`config.mk`:
```
export PLATFORM = sky130hd
export DESIGN_NAME = octal_input_diag_image
export DESIGN_NICKNAME = d
export VERILOG_FILES = /design/src/inc/diag_image_pkg.sv /design/src/channel_conditioner.sv /design/src/octal_input_diag_image.sv
export SDC_FILE = /design/constraint.sdc
export NUM_CORES = 1
export LEC_CHECK = 0
export BUFFER_PORTS_ARGS = -buffer_cell sky130_fd_sc_hd__buf_2
export CORE_MARGIN = 10
export CORE_UTILIZATION = 44
export CTS_BUF_LIST = sky130_fd_sc_hd__clkbuf_4 sky130_fd_sc_hd__clkbuf_8 sky130_fd_sc_hd__clkbuf_16
export CTS_CLUSTER_SIZE = 24
export DETAILED_ROUTE_END_ITERATION = 10
export PLACE_DENSITY = 0.91
export SYNTH_ARGS = -nofsm -noshare
export SYNTH_HDL_FRONTEND = slang
export SYNTH_SLANG_ARGS = --single-unit
```
`constraint.sdc`:
```
create_clock -name hclk -period 3.8 [get_ports hclk]
set_input_delay 0 -clock hclk [delete_from_list [all_inputs] [get_ports hclk]]
set_output_delay 0 -clock hclk [all_outputs]
set_load 0.1 [all_outputs]
```
`src/inc/diag_image_pkg.sv`:
```
// Package: constants, types and register map of the eight-channel input image block
// Overview of operation
// RL1 - Two input bytes, two output bytes, eight channels
// RL2 - Channel n state in first input byte bit n-1
// RL3 - Channel n fault in second input byte bit n-1
// RL4 - Controller writes zero to first output byte
// RL5 - Second output byte bit set switches channel off
// RL6 - Thermistor variant shares the same input layout
// RL7 - Lower byte is less significant in a word
// RL8 - Input bytes refresh every exchange cycle
package diag_image_pkg;

  // ----------------------------------------
  // Sizes
  // ----------------------------------------
  localparam int CHANNELS = 8;              // Field input channels
  localparam int BYTE_W = 8;                // One image byte

  // ----------------------------------------
  // Register map (byte addresses)
  // ----------------------------------------
  localparam logic [31:0] INPUT_IMAGE_OFFSET = 32'h0000_0000;   // State and fault bytes
  localparam logic [31:0] OUTPUT_IMAGE_OFFSET = 32'h0000_0004;  // Reserved and switch-off bytes
  localparam logic [31:0] VARIANT_OFFSET = 32'h0000_0008;       // Sensor variant, read only

  // ----------------------------------------
  // Field positions and reset values
  // ----------------------------------------
  localparam int FIRST_BYTE_LSB = 0;        // first_image_byte position in a word
  localparam int SECOND_BYTE_LSB = 8;       // second_image_byte position in a word
  localparam logic [7:0] SWITCH_OFF_RESET = 8'h00;  // All channels on after reset
  localparam logic [7:0] RESERVED_BYTE_VALUE = 8'h00; // Reserved byte always reads zero
  localparam logic [31:0] READ_ZERO = 32'h0000_0000;  // Unmapped read value

  // ----------------------------------------
  // AHB-Lite encodings
  // ----------------------------------------
  localparam logic [1:0] HTRANS_NONSEQ = 2'h2;  // Only htrans[1] is decoded
  localparam logic HRESP_OKAY = 1'h0;           // Always OKAY

  // ----------------------------------------
  // Types
  // ----------------------------------------
  typedef enum logic {
    VARIANT_PROXIMITY,
    VARIANT_THERMISTOR
  } variant_e;

  typedef enum logic [1:0] {
    SEL_NONE,
    SEL_INPUT,
    SEL_OUTPUT,
    SEL_VARIANT
  } reg_sel_e;

  // Input image word, upper byte first
  typedef struct packed {
    logic [7:0] fault;   // second_image_byte
    logic [7:0] state;   // first_image_byte
  } input_image_s;

  // Latched data phase of one bus transfer
  typedef struct packed {
    logic valid;
    logic write;
    reg_sel_e sel;
  } data_phase_s;

endpackage

```
`src/channel_conditioner.sv`:
```
// Module: per-channel gating of field signal state and fault detection
`timescale 1ns/1ns
module channel_conditioner #(
  parameter int CHANNELS = 8
) (
  input wire logic [CHANNELS-1:0] raw_state,
  input wire logic [CHANNELS-1:0] wire_break,
  input wire logic [CHANNELS-1:0] short_circuit,
  input wire logic [CHANNELS-1:0] switch_off,
  output logic [CHANNELS-1:0] state,
  output logic [CHANNELS-1:0] fault
);

  // ----------------------------------------
  // One identical slice per channel
  // ----------------------------------------
  genvar ch;
  generate
    for (ch = 0; ch < CHANNELS; ch++) begin : g_chan
      // Switched-off channel reports neither state nor fault; one driver per bit
      assign state[ch] = raw_state[ch] & ~switch_off[ch];                        // RL5
      assign fault[ch] = (wire_break[ch] | short_circuit[ch]) & ~switch_off[ch]; // RL3
    end
  endgenerate

endmodule

```
`src/octal_input_diag_image.sv`:
```
// Module: AHB-Lite slave exposing the eight-channel input and output image
//
// Design decisions made here: the register addresses and the AHB-Lite register port.
`timescale 1ns/1ns
module octal_input_diag_image #(
  parameter diag_image_pkg::variant_e VARIANT = diag_image_pkg::VARIANT_PROXIMITY
) (
  input wire logic hclk,
  input wire logic hresetn,
  input wire logic hsel,
  input wire logic [31:0] haddr,
  input wire logic [1:0] htrans,
  input wire logic hwrite,
  input wire logic [2:0] hsize,
  input wire logic [31:0] hwdata,
  input wire logic hready,
  output logic hreadyout,
  output logic hresp,
  output logic [31:0] hrdata,
  input wire logic [diag_image_pkg::CHANNELS-1:0] channel_input_state,
  input wire logic [diag_image_pkg::CHANNELS-1:0] wire_break,
  input wire logic [diag_image_pkg::CHANNELS-1:0] short_circuit,
  output logic [diag_image_pkg::CHANNELS-1:0] channel_switch_off
);
  import diag_image_pkg::*;

  // ----------------------------------------
  // Address decode
  // ----------------------------------------
  // Maps a byte address to a register; used for the address phase
  function automatic reg_sel_e decode(input logic [31:0] addr);
    reg_sel_e sel;
    sel = SEL_NONE;
    if (addr == INPUT_IMAGE_OFFSET) begin
      sel = SEL_INPUT;
    end else if (addr == OUTPUT_IMAGE_OFFSET) begin
      sel = SEL_OUTPUT;
    end else if (addr == VARIANT_OFFSET) begin
      sel = SEL_VARIANT;
    end
    return sel;
  endfunction

  // ----------------------------------------
  // Signals
  // ----------------------------------------
  logic [CHANNELS-1:0] cond_state;   // Gated channel states
  logic [CHANNELS-1:0] cond_fault;   // Gated channel faults
  input_image_s image_reg;           // Snapshot of the input image
  input_image_s image_next;
  logic [7:0] switch_off_reg;        // second_image_byte of output image
  logic [7:0] switch_off_next;
  data_phase_s dp_reg;               // Pending data phase
  data_phase_s dp_next;
  logic [31:0] hrdata_reg;           // Read data register
  logic [31:0] hrdata_next;
  logic addr_phase;                  // Transfer taken this edge

  // ----------------------------------------
  // Channel front end
  // ----------------------------------------
  channel_conditioner #(
    .CHANNELS(CHANNELS)
  ) u_cond (
    .raw_state(channel_input_state),
    .wire_break(wire_break),
    .short_circuit(short_circuit),
    .switch_off(switch_off_reg),
    .state(cond_state),
    .fault(cond_fault)
  );

  // ----------------------------------------
  // Input image refresh
  // ----------------------------------------
  // Every clock is one exchange cycle; both bytes refresh together
  always_comb begin
    image_next.state = cond_state;   // RL2
    image_next.fault = cond_fault;   // RL3 RL8
  end

  // Image snapshot register
  always_ff @(posedge hclk or negedge hresetn) begin
    if (!hresetn) begin
      image_reg <= '0;
    end else begin
      image_reg <= image_next;
    end
  end

  // ----------------------------------------
  // Bus address and data phases
  // ----------------------------------------
  assign addr_phase = hsel & htrans[1] & hready;

  // Next data phase, write effects and read data
  always_comb begin
    dp_next = dp_reg;
    switch_off_next = switch_off_reg;
    hrdata_next = hrdata_reg;
    // Write lands in its data phase; reserved byte is dropped
    if (dp_reg.valid && dp_reg.write && dp_reg.sel == SEL_OUTPUT) begin
      switch_off_next = hwdata[SECOND_BYTE_LSB +: BYTE_W];  // RL5 RL1
    end
    if (hready) begin
      dp_next.valid = addr_phase;
      dp_next.write = hwrite;
      dp_next.sel = decode(haddr);
    end
    // Read data loaded at the address phase, forwarding a pending write
    if (addr_phase && !hwrite) begin
      unique case (decode(haddr))
        SEL_INPUT: begin
          hrdata_next = {16'h0000, image_reg};  // RL1 RL7 RL6
        end
        SEL_OUTPUT: begin
          hrdata_next = {16'h0000, switch_off_next, RESERVED_BYTE_VALUE};  // RL1 RL7
        end
        SEL_VARIANT: begin
          hrdata_next = {31'h0000_0000, VARIANT == VARIANT_THERMISTOR};  // RL6
        end
        SEL_NONE: begin
          hrdata_next = READ_ZERO;
        end
      endcase
    end
  end

  // Bus state registers
  always_ff @(posedge hclk or negedge hresetn) begin
    if (!hresetn) begin
      dp_reg <= '0;
      switch_off_reg <= SWITCH_OFF_RESET;
      hrdata_reg <= READ_ZERO;
    end else begin
      dp_reg <= dp_next;
      switch_off_reg <= switch_off_next;
      hrdata_reg <= hrdata_next;
    end
  end

  // ----------------------------------------
  // Outputs
  // ----------------------------------------
  assign hreadyout = 1'b1;       // Zero wait states
  assign hresp = HRESP_OKAY;     // Never an error
  assign hrdata = hrdata_reg;
  assign channel_switch_off = switch_off_reg;  // RL5

  // Helper: read of a given register taken this edge, or output write in its data phase
  logic rd_input;
  logic rd_output;
  logic rd_variant;
  logic wr_output_dp;
  assign rd_input = addr_phase && !hwrite && haddr == INPUT_IMAGE_OFFSET;
  assign rd_output = addr_phase && !hwrite && haddr == OUTPUT_IMAGE_OFFSET;
  assign rd_variant = addr_phase && !hwrite && haddr == VARIANT_OFFSET;
  assign wr_output_dp = dp_reg.valid && dp_reg.write && dp_reg.sel == SEL_OUTPUT;
endmodule

```
==> impl_metrics.env, run 1 <==
export IMPL_status="completed"
export IMPL_maxCapViolations=0
export IMPL_routabilityCongestion=0.714
export IMPL_cts_sink_count=44
export IMPL_avgSynthCellArea_um2=10.3
export IMPL_start_kind="register"
export IMPL_die_area_um2=7570
export IMPL_post_cts_setup_buffers=0
export IMPL_rsz0062_at_grt="no"
export IMPL_nNetsFinal=419
export IMPL_cts_resized=0
export IMPL_crit_arrival_ns=1.94
export IMPL_htree_num_levels=2
export IMPL_cts_made_buffers=5
export IMPL_crit_required_ns=3.96
export IMPL_vias_per_cell=4.73
export IMPL_overflow=0
export IMPL_relSlewSlack_pct=39.7
export IMPL_leakage_nw=1.43
export IMPL_dp_hpwl_um=4180
export IMPL_io_pins=140
export IMPL_clock_root_buffer="clkbuf_8"
export IMPL_finalInstanceArea_um2=2870
export IMPL_wl_um=5880
export IMPL_netlist_instances=192
export IMPL_synth_seq_cells=44
export IMPL_routedWlPerCell_um=15.8
export IMPL_path_max_fanout=8
export IMPL_period_needed_ns=1.79
export IMPL_portBuffers=93
export IMPL_fp_row_count=24
export IMPL_clockBufferDepth=2
export IMPL_grt_pass1_wl_um=8960
export IMPL_insertion_delay_ns=0.28
export IMPL_cts_tree="yes"
export IMPL_register_area_um2=1100
export IMPL_p_total_mw=1.05
export IMPL_grtUsageTotal_pct=14.9
export IMPL_max_freq_mhz=560
export IMPL_clk_pin_slew_ns=0.08
export IMPL_dr_pass1_iters=4
export IMPL_area_growth_pct=45.2
export IMPL_ys_seq_area_share_pct=55.8
export IMPL_drc=0
export IMPL_power_density_nw_per_um2=366
export IMPL_yosys_warnings=0
export IMPL_grt_start_max_net_pins=45
export IMPL_die_w_um=87.0
export IMPL_finalCritPeriodShare_pct=47.0
export IMPL_drive_above_1_share_pct=35.8
export IMPL_synth_distinct_cells=24
export IMPL_setup_tns_ns=0
export IMPL_die_h_um=87.0
export IMPL_coreArea_um2=4350
export IMPL_fillers=352
export IMPL_grt_antenna_before_repair=0
export IMPL_start_util_pct=45.3
export IMPL_grt_pass1_vias=1893
export IMPL_cts_hold_buf=36
export IMPL_skew_ns=0.00592
export IMPL_vias=1765
export IMPL_holdCritPathClass="input port to register"
export IMPL_layout_setup_ws_ns=2.01
export IMPL_place_area_um2=2400
export IMPL_worst_pin_slew_ns=0.904
export IMPL_hold_violations=0
export IMPL_syn_area_um2=1970
export IMPL_multiInputGateArea_um2=747
export IMPL_n_antenna_cell=0
export IMPL_ant_nets=0
export IMPL_post_place_ws_ns=2.00
export IMPL_vdd_drop_max_v=0.000259
export IMPL_cp_end_kind="register"
export IMPL_slew_viol_final=0
export IMPL_setup_viol=0
export IMPL_initialDrtViolationCount=52
export IMPL_crit_type="register to register"
==> cells by family (layout without fill, tap and decap cells) <==
kind of cell	after synthesis	count (layout)	share of synthesized area, %
and+or+nand+nor	80	80	20.2
DFF	44	44	55.8
buffers and inverters	29	142	9.44
AOI/OAI and AO/OA	27	27	8.62
muxes	9	9	5.13
other	2	18	0.380
xor gates and xnor gates	1	1	0.444
==> metal layers <==
metal	up-vias	routed length [um]	global-route usage, %	share of wire, %
met5	-	0	0	0
li1	867	-	-	-
met4	0	82	5.60	1.4
met2	58	3310	28.4	56
met1	833	2090	14.8	36
met3	7	393	3.93	6.7
==> cell usage after synthesis <==
| cell type | n | area, um2 |
|---|---|---|
| and4_1 | 1 | 8.76 |
| buf_2 | 2 | 10.0 |
| buf_4 | 18 | 135 |
| buf_6 | 1 | 11.3 |
| clkbuf_1 | 4 | 15.0 |
| conb_1 | 2 | 7.51 |
| dfrtp_1 | 44 | 1100 |
| inv_1 | 4 | 15.0 |
| mux2_2 | 9 | 101 |
| nand2_1 | 26 | 97.6 |
| nand3_1 | 1 | 5.00 |
| nand4_4 | 1 | 21.3 |
| nand4b_1 | 2 | 17.5 |
| nor2_1 | 25 | 93.8 |
| nor2b_1 | 8 | 50.1 |
| nor3_1 | 8 | 40.0 |
| nor3_4 | 1 | 16.3 |
| nor4_1 | 6 | 37.5 |
| o21ai_0 | 9 | 45.0 |
| o21ai_1 | 8 | 40.0 |
| o22ai_2 | 2 | 25.0 |
| o31ai_1 | 8 | 60.1 |
| or4_4 | 1 | 11.3 |
| xor2_1 | 1 | 8.76 |
==> where the power goes <==
group          leakage (nW)  internal [mW]  total [mW]  switching, mW
registers             0.571          0.489       0.502         0.0123
clock network        0.0503          0.162       0.299          0.137
logic                 0.813         0.0703       0.251          0.180
==> through the flow <==
step                util, %  hold slack (ns)  cells
floorplan                 -           -0.296    208
detailed placement     55.1            0.190    329
global route           65.9            0.204    373
finish                 65.9            0.201    373
CTS                    65.6          0.00748    372
global placement       55.1            0.193    329
==> worst max-delay path, cell delays in order, from the launching register on <==
cell      delay (ns)
dfrtp_1         0.38
nand4b_1        0.54
mux2_2          0.48
o21ai_0         0.17
o21ai_1         0.08
==> cell usage in the layout, fill, tap and decap left out, types with 2 or more instances in the layout <==
cell,instances
nor4_1,6
o21ai_0,9
inv_1,4
mux2_2,9
o21ai_1,8
clkbuf_8,7
nor2_1,25
buf_2,93
dlygate4sd3_1,37
dfrtp_1,44
nor2b_1,8
nand4b_1,2
nand2_1,26
conb_1,18
o22ai_2,2
nor3_1,8
o31ai_1,8
==> final timing paths <==
kind	slack (ns)	to	start	cells past startpoint
setup / recovery	2.01	hrdata[14]	dp_reg[0]	4
max in group asynchronous	2.85	hrdata[9]	hresetn	2
setup reg to reg	2.01	hrdata[14]	dp_reg[0]	4
min in group asynchronous	0.39	dp_reg[2]	hresetn	2
hold / removal	0.20	hrdata[10]	haddr[3]	4
hold reg to reg	0.47	hrdata[5]	hrdata[5]	2
==> layout make-up <==
| class | instances | area share [%] |
|---|---|---|
| flip-flops and latches | 44 | 38.4 |
| repair buffers | 131 | 29.4 |
| multi-input cells | 135 | 26.0 |
| clock buffers | 7 | 3.36 |
| well taps | 52 | 2.27 |
| inverters | 4 | 0.524 |
No activity file was read; power rests on OpenSTA's default activity.
==> run 2: changes to the inputs <==
--- a/config.mk
+++ b/config.mk
@@ -7,11 +7,11 @@
 export LEC_CHECK = 0
 export BUFFER_PORTS_ARGS = -buffer_cell sky130_fd_sc_hd__buf_2
 export CORE_MARGIN = 10
-export CORE_UTILIZATION = 44
+export CORE_UTILIZATION = 41
 export CTS_BUF_LIST = sky130_fd_sc_hd__clkbuf_4 sky130_fd_sc_hd__clkbuf_8 sky130_fd_sc_hd__clkbuf_16
 export CTS_CLUSTER_SIZE = 24
 export DETAILED_ROUTE_END_ITERATION = 10
-export PLACE_DENSITY = 0.91
+export PLACE_DENSITY = 0.86
 export SYNTH_ARGS = -nofsm -noshare
 export SYNTH_HDL_FRONTEND = slang
 export SYNTH_SLANG_ARGS = --single-unit
==> constraint.sdc (replaced) <==
create_clock -name hclk -period 1.9 [get_ports hclk]
set_input_delay 0 -clock hclk [delete_from_list [all_inputs] [get_ports hclk]]
set_output_delay 0 -clock hclk [all_outputs]
set_load 0.1 [all_outputs]
==> impl_metrics.env, run 2 (synthesis gave the netlist of run 1 again) <==
export IMPL_status="completed"
export IMPL_initialDrtViolationCount=80
export IMPL_period_needed_ns=1.80
export IMPL_final_common_cell="buf_2"
export IMPL_leakage_nw=1.44
export IMPL_start_kind="input port"
export IMPL_overflow=0
export IMPL_slew_viol_final=0
export IMPL_drive_above_1_share_pct=35.9
export IMPL_postLayoutCoreUtil_pct=61.2
export IMPL_crit_required_ns=2.08
export IMPL_ant_nets=0
export IMPL_power_density_nw_per_um2=721
export IMPL_clk_pin_slew_ns=0.08
export IMPL_cp_cell_sequence="dlygate4sd3_1 -> buf_2 -> nand3_1 -> dlygate4sd3_1 -> o21ai_0 -> dlygate4sd3_1"
export IMPL_die_w_um=89.4
export IMPL_routedWlPerCell_um=16.0
export IMPL_most_common_layout_cells="buf_2 (93), dfrtp_1 (44), dlygate4sd3_1 (38), nand2_1 (26), nor2_1 (25)"
export IMPL_cts_tree="yes"
export IMPL_dr_pass1_iters=4
export IMPL_crit_arrival_ns=1.98
export IMPL_fp_row_count=25
export IMPL_cp_slowest_stage_delay_ns=0.56
export IMPL_cts_hold_buf=38
export IMPL_setup_tns_ns=0
export IMPL_nNetsFinal=421
export IMPL_hold_worst_slack_ns=0.186
export IMPL_grt_pass1_vias=1945
export IMPL_start_util_pct=42.1
export IMPL_p_seq_share_pct=48.4
export IMPL_rsz0062_at_grt="no"
export IMPL_worst_pin_slew_ns=0.962
export IMPL_drc=0
export IMPL_clockBufferDepth=2
export IMPL_die_area_um2=7990
export IMPL_vdd_drop_max_v=0.000540
export IMPL_cts_sink_count=44
export IMPL_die_h_um=89.4
export IMPL_post_cts_setup_buffers=0
export IMPL_p_switching_mw=0.686
export IMPL_cp_common_cell="dlygate4sd3_1"
export IMPL_grt_antenna_before_repair=0
export IMPL_n_antenna_cell=0
export IMPL_switching_share_pct=33.1
export IMPL_cp_end_kind="register"
export IMPL_skew_ns=0.00534
export IMPL_crit_type="input port to register"
export IMPL_routabilityCongestion=0.721
export IMPL_path_max_fanout=8
export IMPL_p_total_mw=2.07
export IMPL_cts_made_buffers=5
export IMPL_cpMaxStageDelayCell="dlygate4sd3_1"
export IMPL_coreArea_um2=4690
export IMPL_setup_viol=0
export IMPL_intPower_mw=1.39
export IMPL_io_pins=140
export IMPL_maxCapViolations=0
export IMPL_dp_hpwl_um=4210
export IMPL_wl_um=6050
export IMPL_finalCritPeriodShare_pct=94.9
export IMPL_grt_start_max_net_pins=45
export IMPL_cts_resized=0
export IMPL_grt_pass1_wl_um=9400
export IMPL_area_growth_pct=45.5
export IMPL_vias_per_cell=4.77
export IMPL_power_frac_clock_pct=27.3
export IMPL_portBuffers=93
export IMPL_htree_num_levels=2
export IMPL_vias=1797
export IMPL_max_freq_mhz=554
export IMPL_relSlewSlack_pct=35.9
export IMPL_hold_violations=0
export IMPL_insertion_delay_ns=0.29
export IMPL_grtUsageTotal_pct=15.1
export IMPL_combPwrFrac_pct=24.3
export IMPL_clock_root_buffer="clkbuf_8"
export IMPL_holdCritPathClass="input port to register"
[run 2: changes by cell type in the layout (fill, tap and decap cells not counted)]
| cell | previous run | this run |
|---|---|---|
| clkbuf_4 | 0 | 1 |
| clkbuf_8 | 7 | 5 |
| clkinv_2 | 0 | 1 |
| dlygate4sd3_1 | 37 | 38 |
| buf_4 | 1 | 2 |
[run 2: final timing paths]
| path | from | end | slack, ns | cells after the start |
|---|---|---|---|---|
| max | hready | dp_reg[3] | 0.1 | 6 |
| min | haddr[3] | hrdata[15] | 0.19 | 4 |
| max reg2reg | dp_reg[0] | hrdata[12] | 0.31 | 5 |
| min reg2reg | channel_switch_off[0] | image_reg[0] | 0.48 | 1 |
| max in group asynchronous | hresetn | image_reg[4] | 0.90 | 2 |
| min in group asynchronous | hresetn | dp_reg[3] | 0.40 | 2 |
[run 2: power groups by stage]
stage | Combinational (mW) | Clock, mW | Sequential (mW)
3_3_place_gp | 0.434 | 0 | 1.02
5_1_grt | 0.534 | 0.614 | 1.01
4_1_cts | 0.500 | 0.576 | 1.00
2_1_floorplan | 0.249 | 0 | 1.12
3_5_place_dp | 0.440 | 0 | 1.02
6_report | 0.504 | 0.565 | 1.00
[run 2: per-layer routing]
layer	up-vias	share of wire (%)	track usage, %	routed length (um)
met5	-	0	0	0
met4	0	0.84	3.90	51
met3	8	7.9	4.19	478
met2	62	53	28.3	3220
met1	854	38	16.2	2300
li1	873	-	-	-
[run 2: final cells by class]
type                    instances  area [um2]
clock buffers                   6        76.3
multi-input cells             135         747
flip-flops and latches         44        1100
inverters                       4        15.0
repair buffers                133         861
well taps                      54        67.6
fillers                       411        1820
clock inverters                 1        5.00
[run 2: worst max-delay path, delay by kind of cell]
family | cells | cell delay, ns
buffers and inverters | 4 | 1.81
and+or+nand+nor | 1 | 0.10
AOI/OAI and AO/OA | 1 | 0.08
[run 2: per-stage QoR]
stage                     setup WS (ns)  area (um2)  instances
after floorplan                   0.403        2030        208
after global placement            0.344        2410        332
after detailed placement          0.300        2410        332
after CTS                         0.156        2870        377
after global routing             0.0207        2870        377
final                            0.0965        2870        377
==> run 3: changes to the inputs <==
==> constraint.sdc (replaced) <==
create_clock -name hclk -period 1.9 [get_ports hclk]
set_input_delay 0.095 -clock hclk [delete_from_list [all_inputs] [get_ports hclk]]
set_output_delay 0.095 -clock hclk [all_outputs]
set_load 0.1 [all_outputs]
==> impl_metrics.env, run 3 (synthesis gave the netlist of run 1 again) <==
export IMPL_crit_arrival_ns=1.73
export IMPL_drc=0
export IMPL_die_w_um=89.4
export IMPL_wl_um=5420
export IMPL_grt_pass1_wl_um=8290
export IMPL_grtUsageTotal_pct=13.5
export IMPL_crit_required_ns=2.08
export IMPL_die_area_um2=7990
export IMPL_n_antenna_cell=0
export IMPL_worst_path_buf_inv=1
export IMPL_holdCritPathClass="input port to register"
export IMPL_crit_cells=5
export IMPL_insertion_delay_ns=0.30
export IMPL_area_growth_pct=27.7
export IMPL_htree_num_levels=2
export IMPL_cp_slowest_stage_delay_ns=0.38
export IMPL_period_needed_ns=1.56
export IMPL_crit_type="register to register"
export IMPL_grt_antenna_before_repair=0
export IMPL_fp_row_count=25
export IMPL_setup_viol=0
export IMPL_ant_nets=0
export IMPL_routedWlPerCell_um=15.9
export IMPL_post_cts_setup_buffers=0
export IMPL_cts_tree="yes"
export IMPL_portBuffers=93
export IMPL_power_density_nw_per_um2=812
export IMPL_coreArea_um2=4690
export IMPL_clock_root_buffer="clkbuf_8"
export IMPL_setup_tns_ns=0
export IMPL_rsz0062_at_grt="no"
export IMPL_vias_per_cell=4.77
export IMPL_skew_ns=0.00484
export IMPL_most_common_layout_cells="buf_2 (93), dfrtp_1 (44), nand2_1 (26), nor2_1 (25), conb_1 (18)"
export IMPL_grt_pass1_vias=1750
export IMPL_start_kind="register"
export IMPL_hold_violations=0
export IMPL_finalInstanceArea_um2=2520
export IMPL_drive_above_1_share_pct=41.0
export IMPL_clockBufferDepth=2
export IMPL_routabilityCongestion=0.720
export IMPL_cpMaxStageDelayCell="dfrtp_1"
export IMPL_nNetsFinal=385
export IMPL_grt_start_max_net_pins=37
export IMPL_status="completed"
export IMPL_cts_sink_count=44
export IMPL_leakage_nw=1.28
export IMPL_cts_made_buffers=5
export IMPL_initialDrtViolationCount=92
export IMPL_finalCritPeriodShare_pct=82.0
export IMPL_relSlewSlack_pct=47.5
export IMPL_holdPathStages=3
export IMPL_die_h_um=89.4
export IMPL_cp_end_kind="register"
export IMPL_dr_pass1_iters=4
export IMPL_maxCapViolations=0
export IMPL_vias=1633
export IMPL_start_util_pct=42.1
export IMPL_overflow=0
export IMPL_slew_viol_final=0
export IMPL_place_area_um2=2420
export IMPL_path_max_fanout=6
export IMPL_io_pins=140
export IMPL_path_delay_family="flip-flops"
export IMPL_clk_pin_slew_ns=0.08
export IMPL_cp_cell_sequence="nand4b_1 -> buf_4 -> mux2_2 -> o21ai_0 -> o21ai_1"
export IMPL_final_common_cell="buf_2"
export IMPL_vdd_drop_max_v=0.000468
export IMPL_dp_hpwl_um=4240
export IMPL_max_freq_mhz=642
export IMPL_worst_pin_slew_ns=0.787
export IMPL_r2r_cells=5
run 3: layer usage:
metal | global-route usage (%) | share of wire [%] | vias to the layer above
met5 | 0 | 0 | -
met2 | 23.6 | 50 | 72
li1 | - | - | 801
met4 | 3.18 | 0.89 | 0
met1 | 15.0 | 39 | 754
met3 | 5.47 | 9.7 | 6
run 3: per-stage QoR:
step           setup slack [ns]  std cells  total power [mW]  utilization [%]  hold slack [ns]
2_1_floorplan             0.403        208              1.36                -           -0.201
3_3_place_gp              0.284        333              1.45             51.5            0.213
3_5_place_dp              0.214        333              1.46             51.5            0.221
4_1_cts                   0.319        342              2.06             53.7          0.00221
5_1_grt                   0.202        342              2.12             53.7           0.0250
6_report                  0.343        342              2.05             53.7          0.00612
run 3: worst register-to-register path, cell delays in order, from the launching register on:
cell and delay (ns):
dfrtp_1 0.38, nand4b_1 0.29, buf_4 0.25, mux2_2 0.29
o21ai_0 0.16, o21ai_1 0.07
run 3: area by class of cell:
| cell class | count | area [um2] |
|---|---|---|
| clock inverter | 2 | 10.0 |
| tap | 54 | 67.6 |
| multi-input combinational | 135 | 747 |
| clock buffer | 6 | 82.6 |
| inverter | 4 | 15.0 |
| sequential | 44 | 1100 |
| fill | 430 | 2170 |
| timing repair buffer | 97 | 498 |
run 3: worst paths after layout:
check	from	end	slack (ns)
worst max-delay path	dp_reg[0]	hrdata[12]	0.34
worst min-delay path	wire_break[7]	image_reg[15]	0.006
worst max register to register	dp_reg[0]	hrdata[12]	0.34
worst min register to register	channel_switch_off[6]	image_reg[14]	0.48
max in group asynchronous	hresetn	hrdata[12]	0.86
min in group asynchronous	hresetn	dp_reg[3]	0.41
run 3: timing repair:
action	4_1_cts	5_1_grt
gates resized for setup	0	0
setup endpoints to repair	0	0
hold buffers	1	0
endpoints found under the hold margin	35	0
run 3: power by group:
| group | total, mW | switching [mW] | leakage [nW] | internal (mW) |
|---|---|---|---|---|
| clock network | 0.601 | 0.311 | 0.0510 | 0.290 |
| logic | 0.443 | 0.349 | 0.663 | 0.0938 |
| registers | 1.00 | 0.0239 | 0.571 | 0.978 |
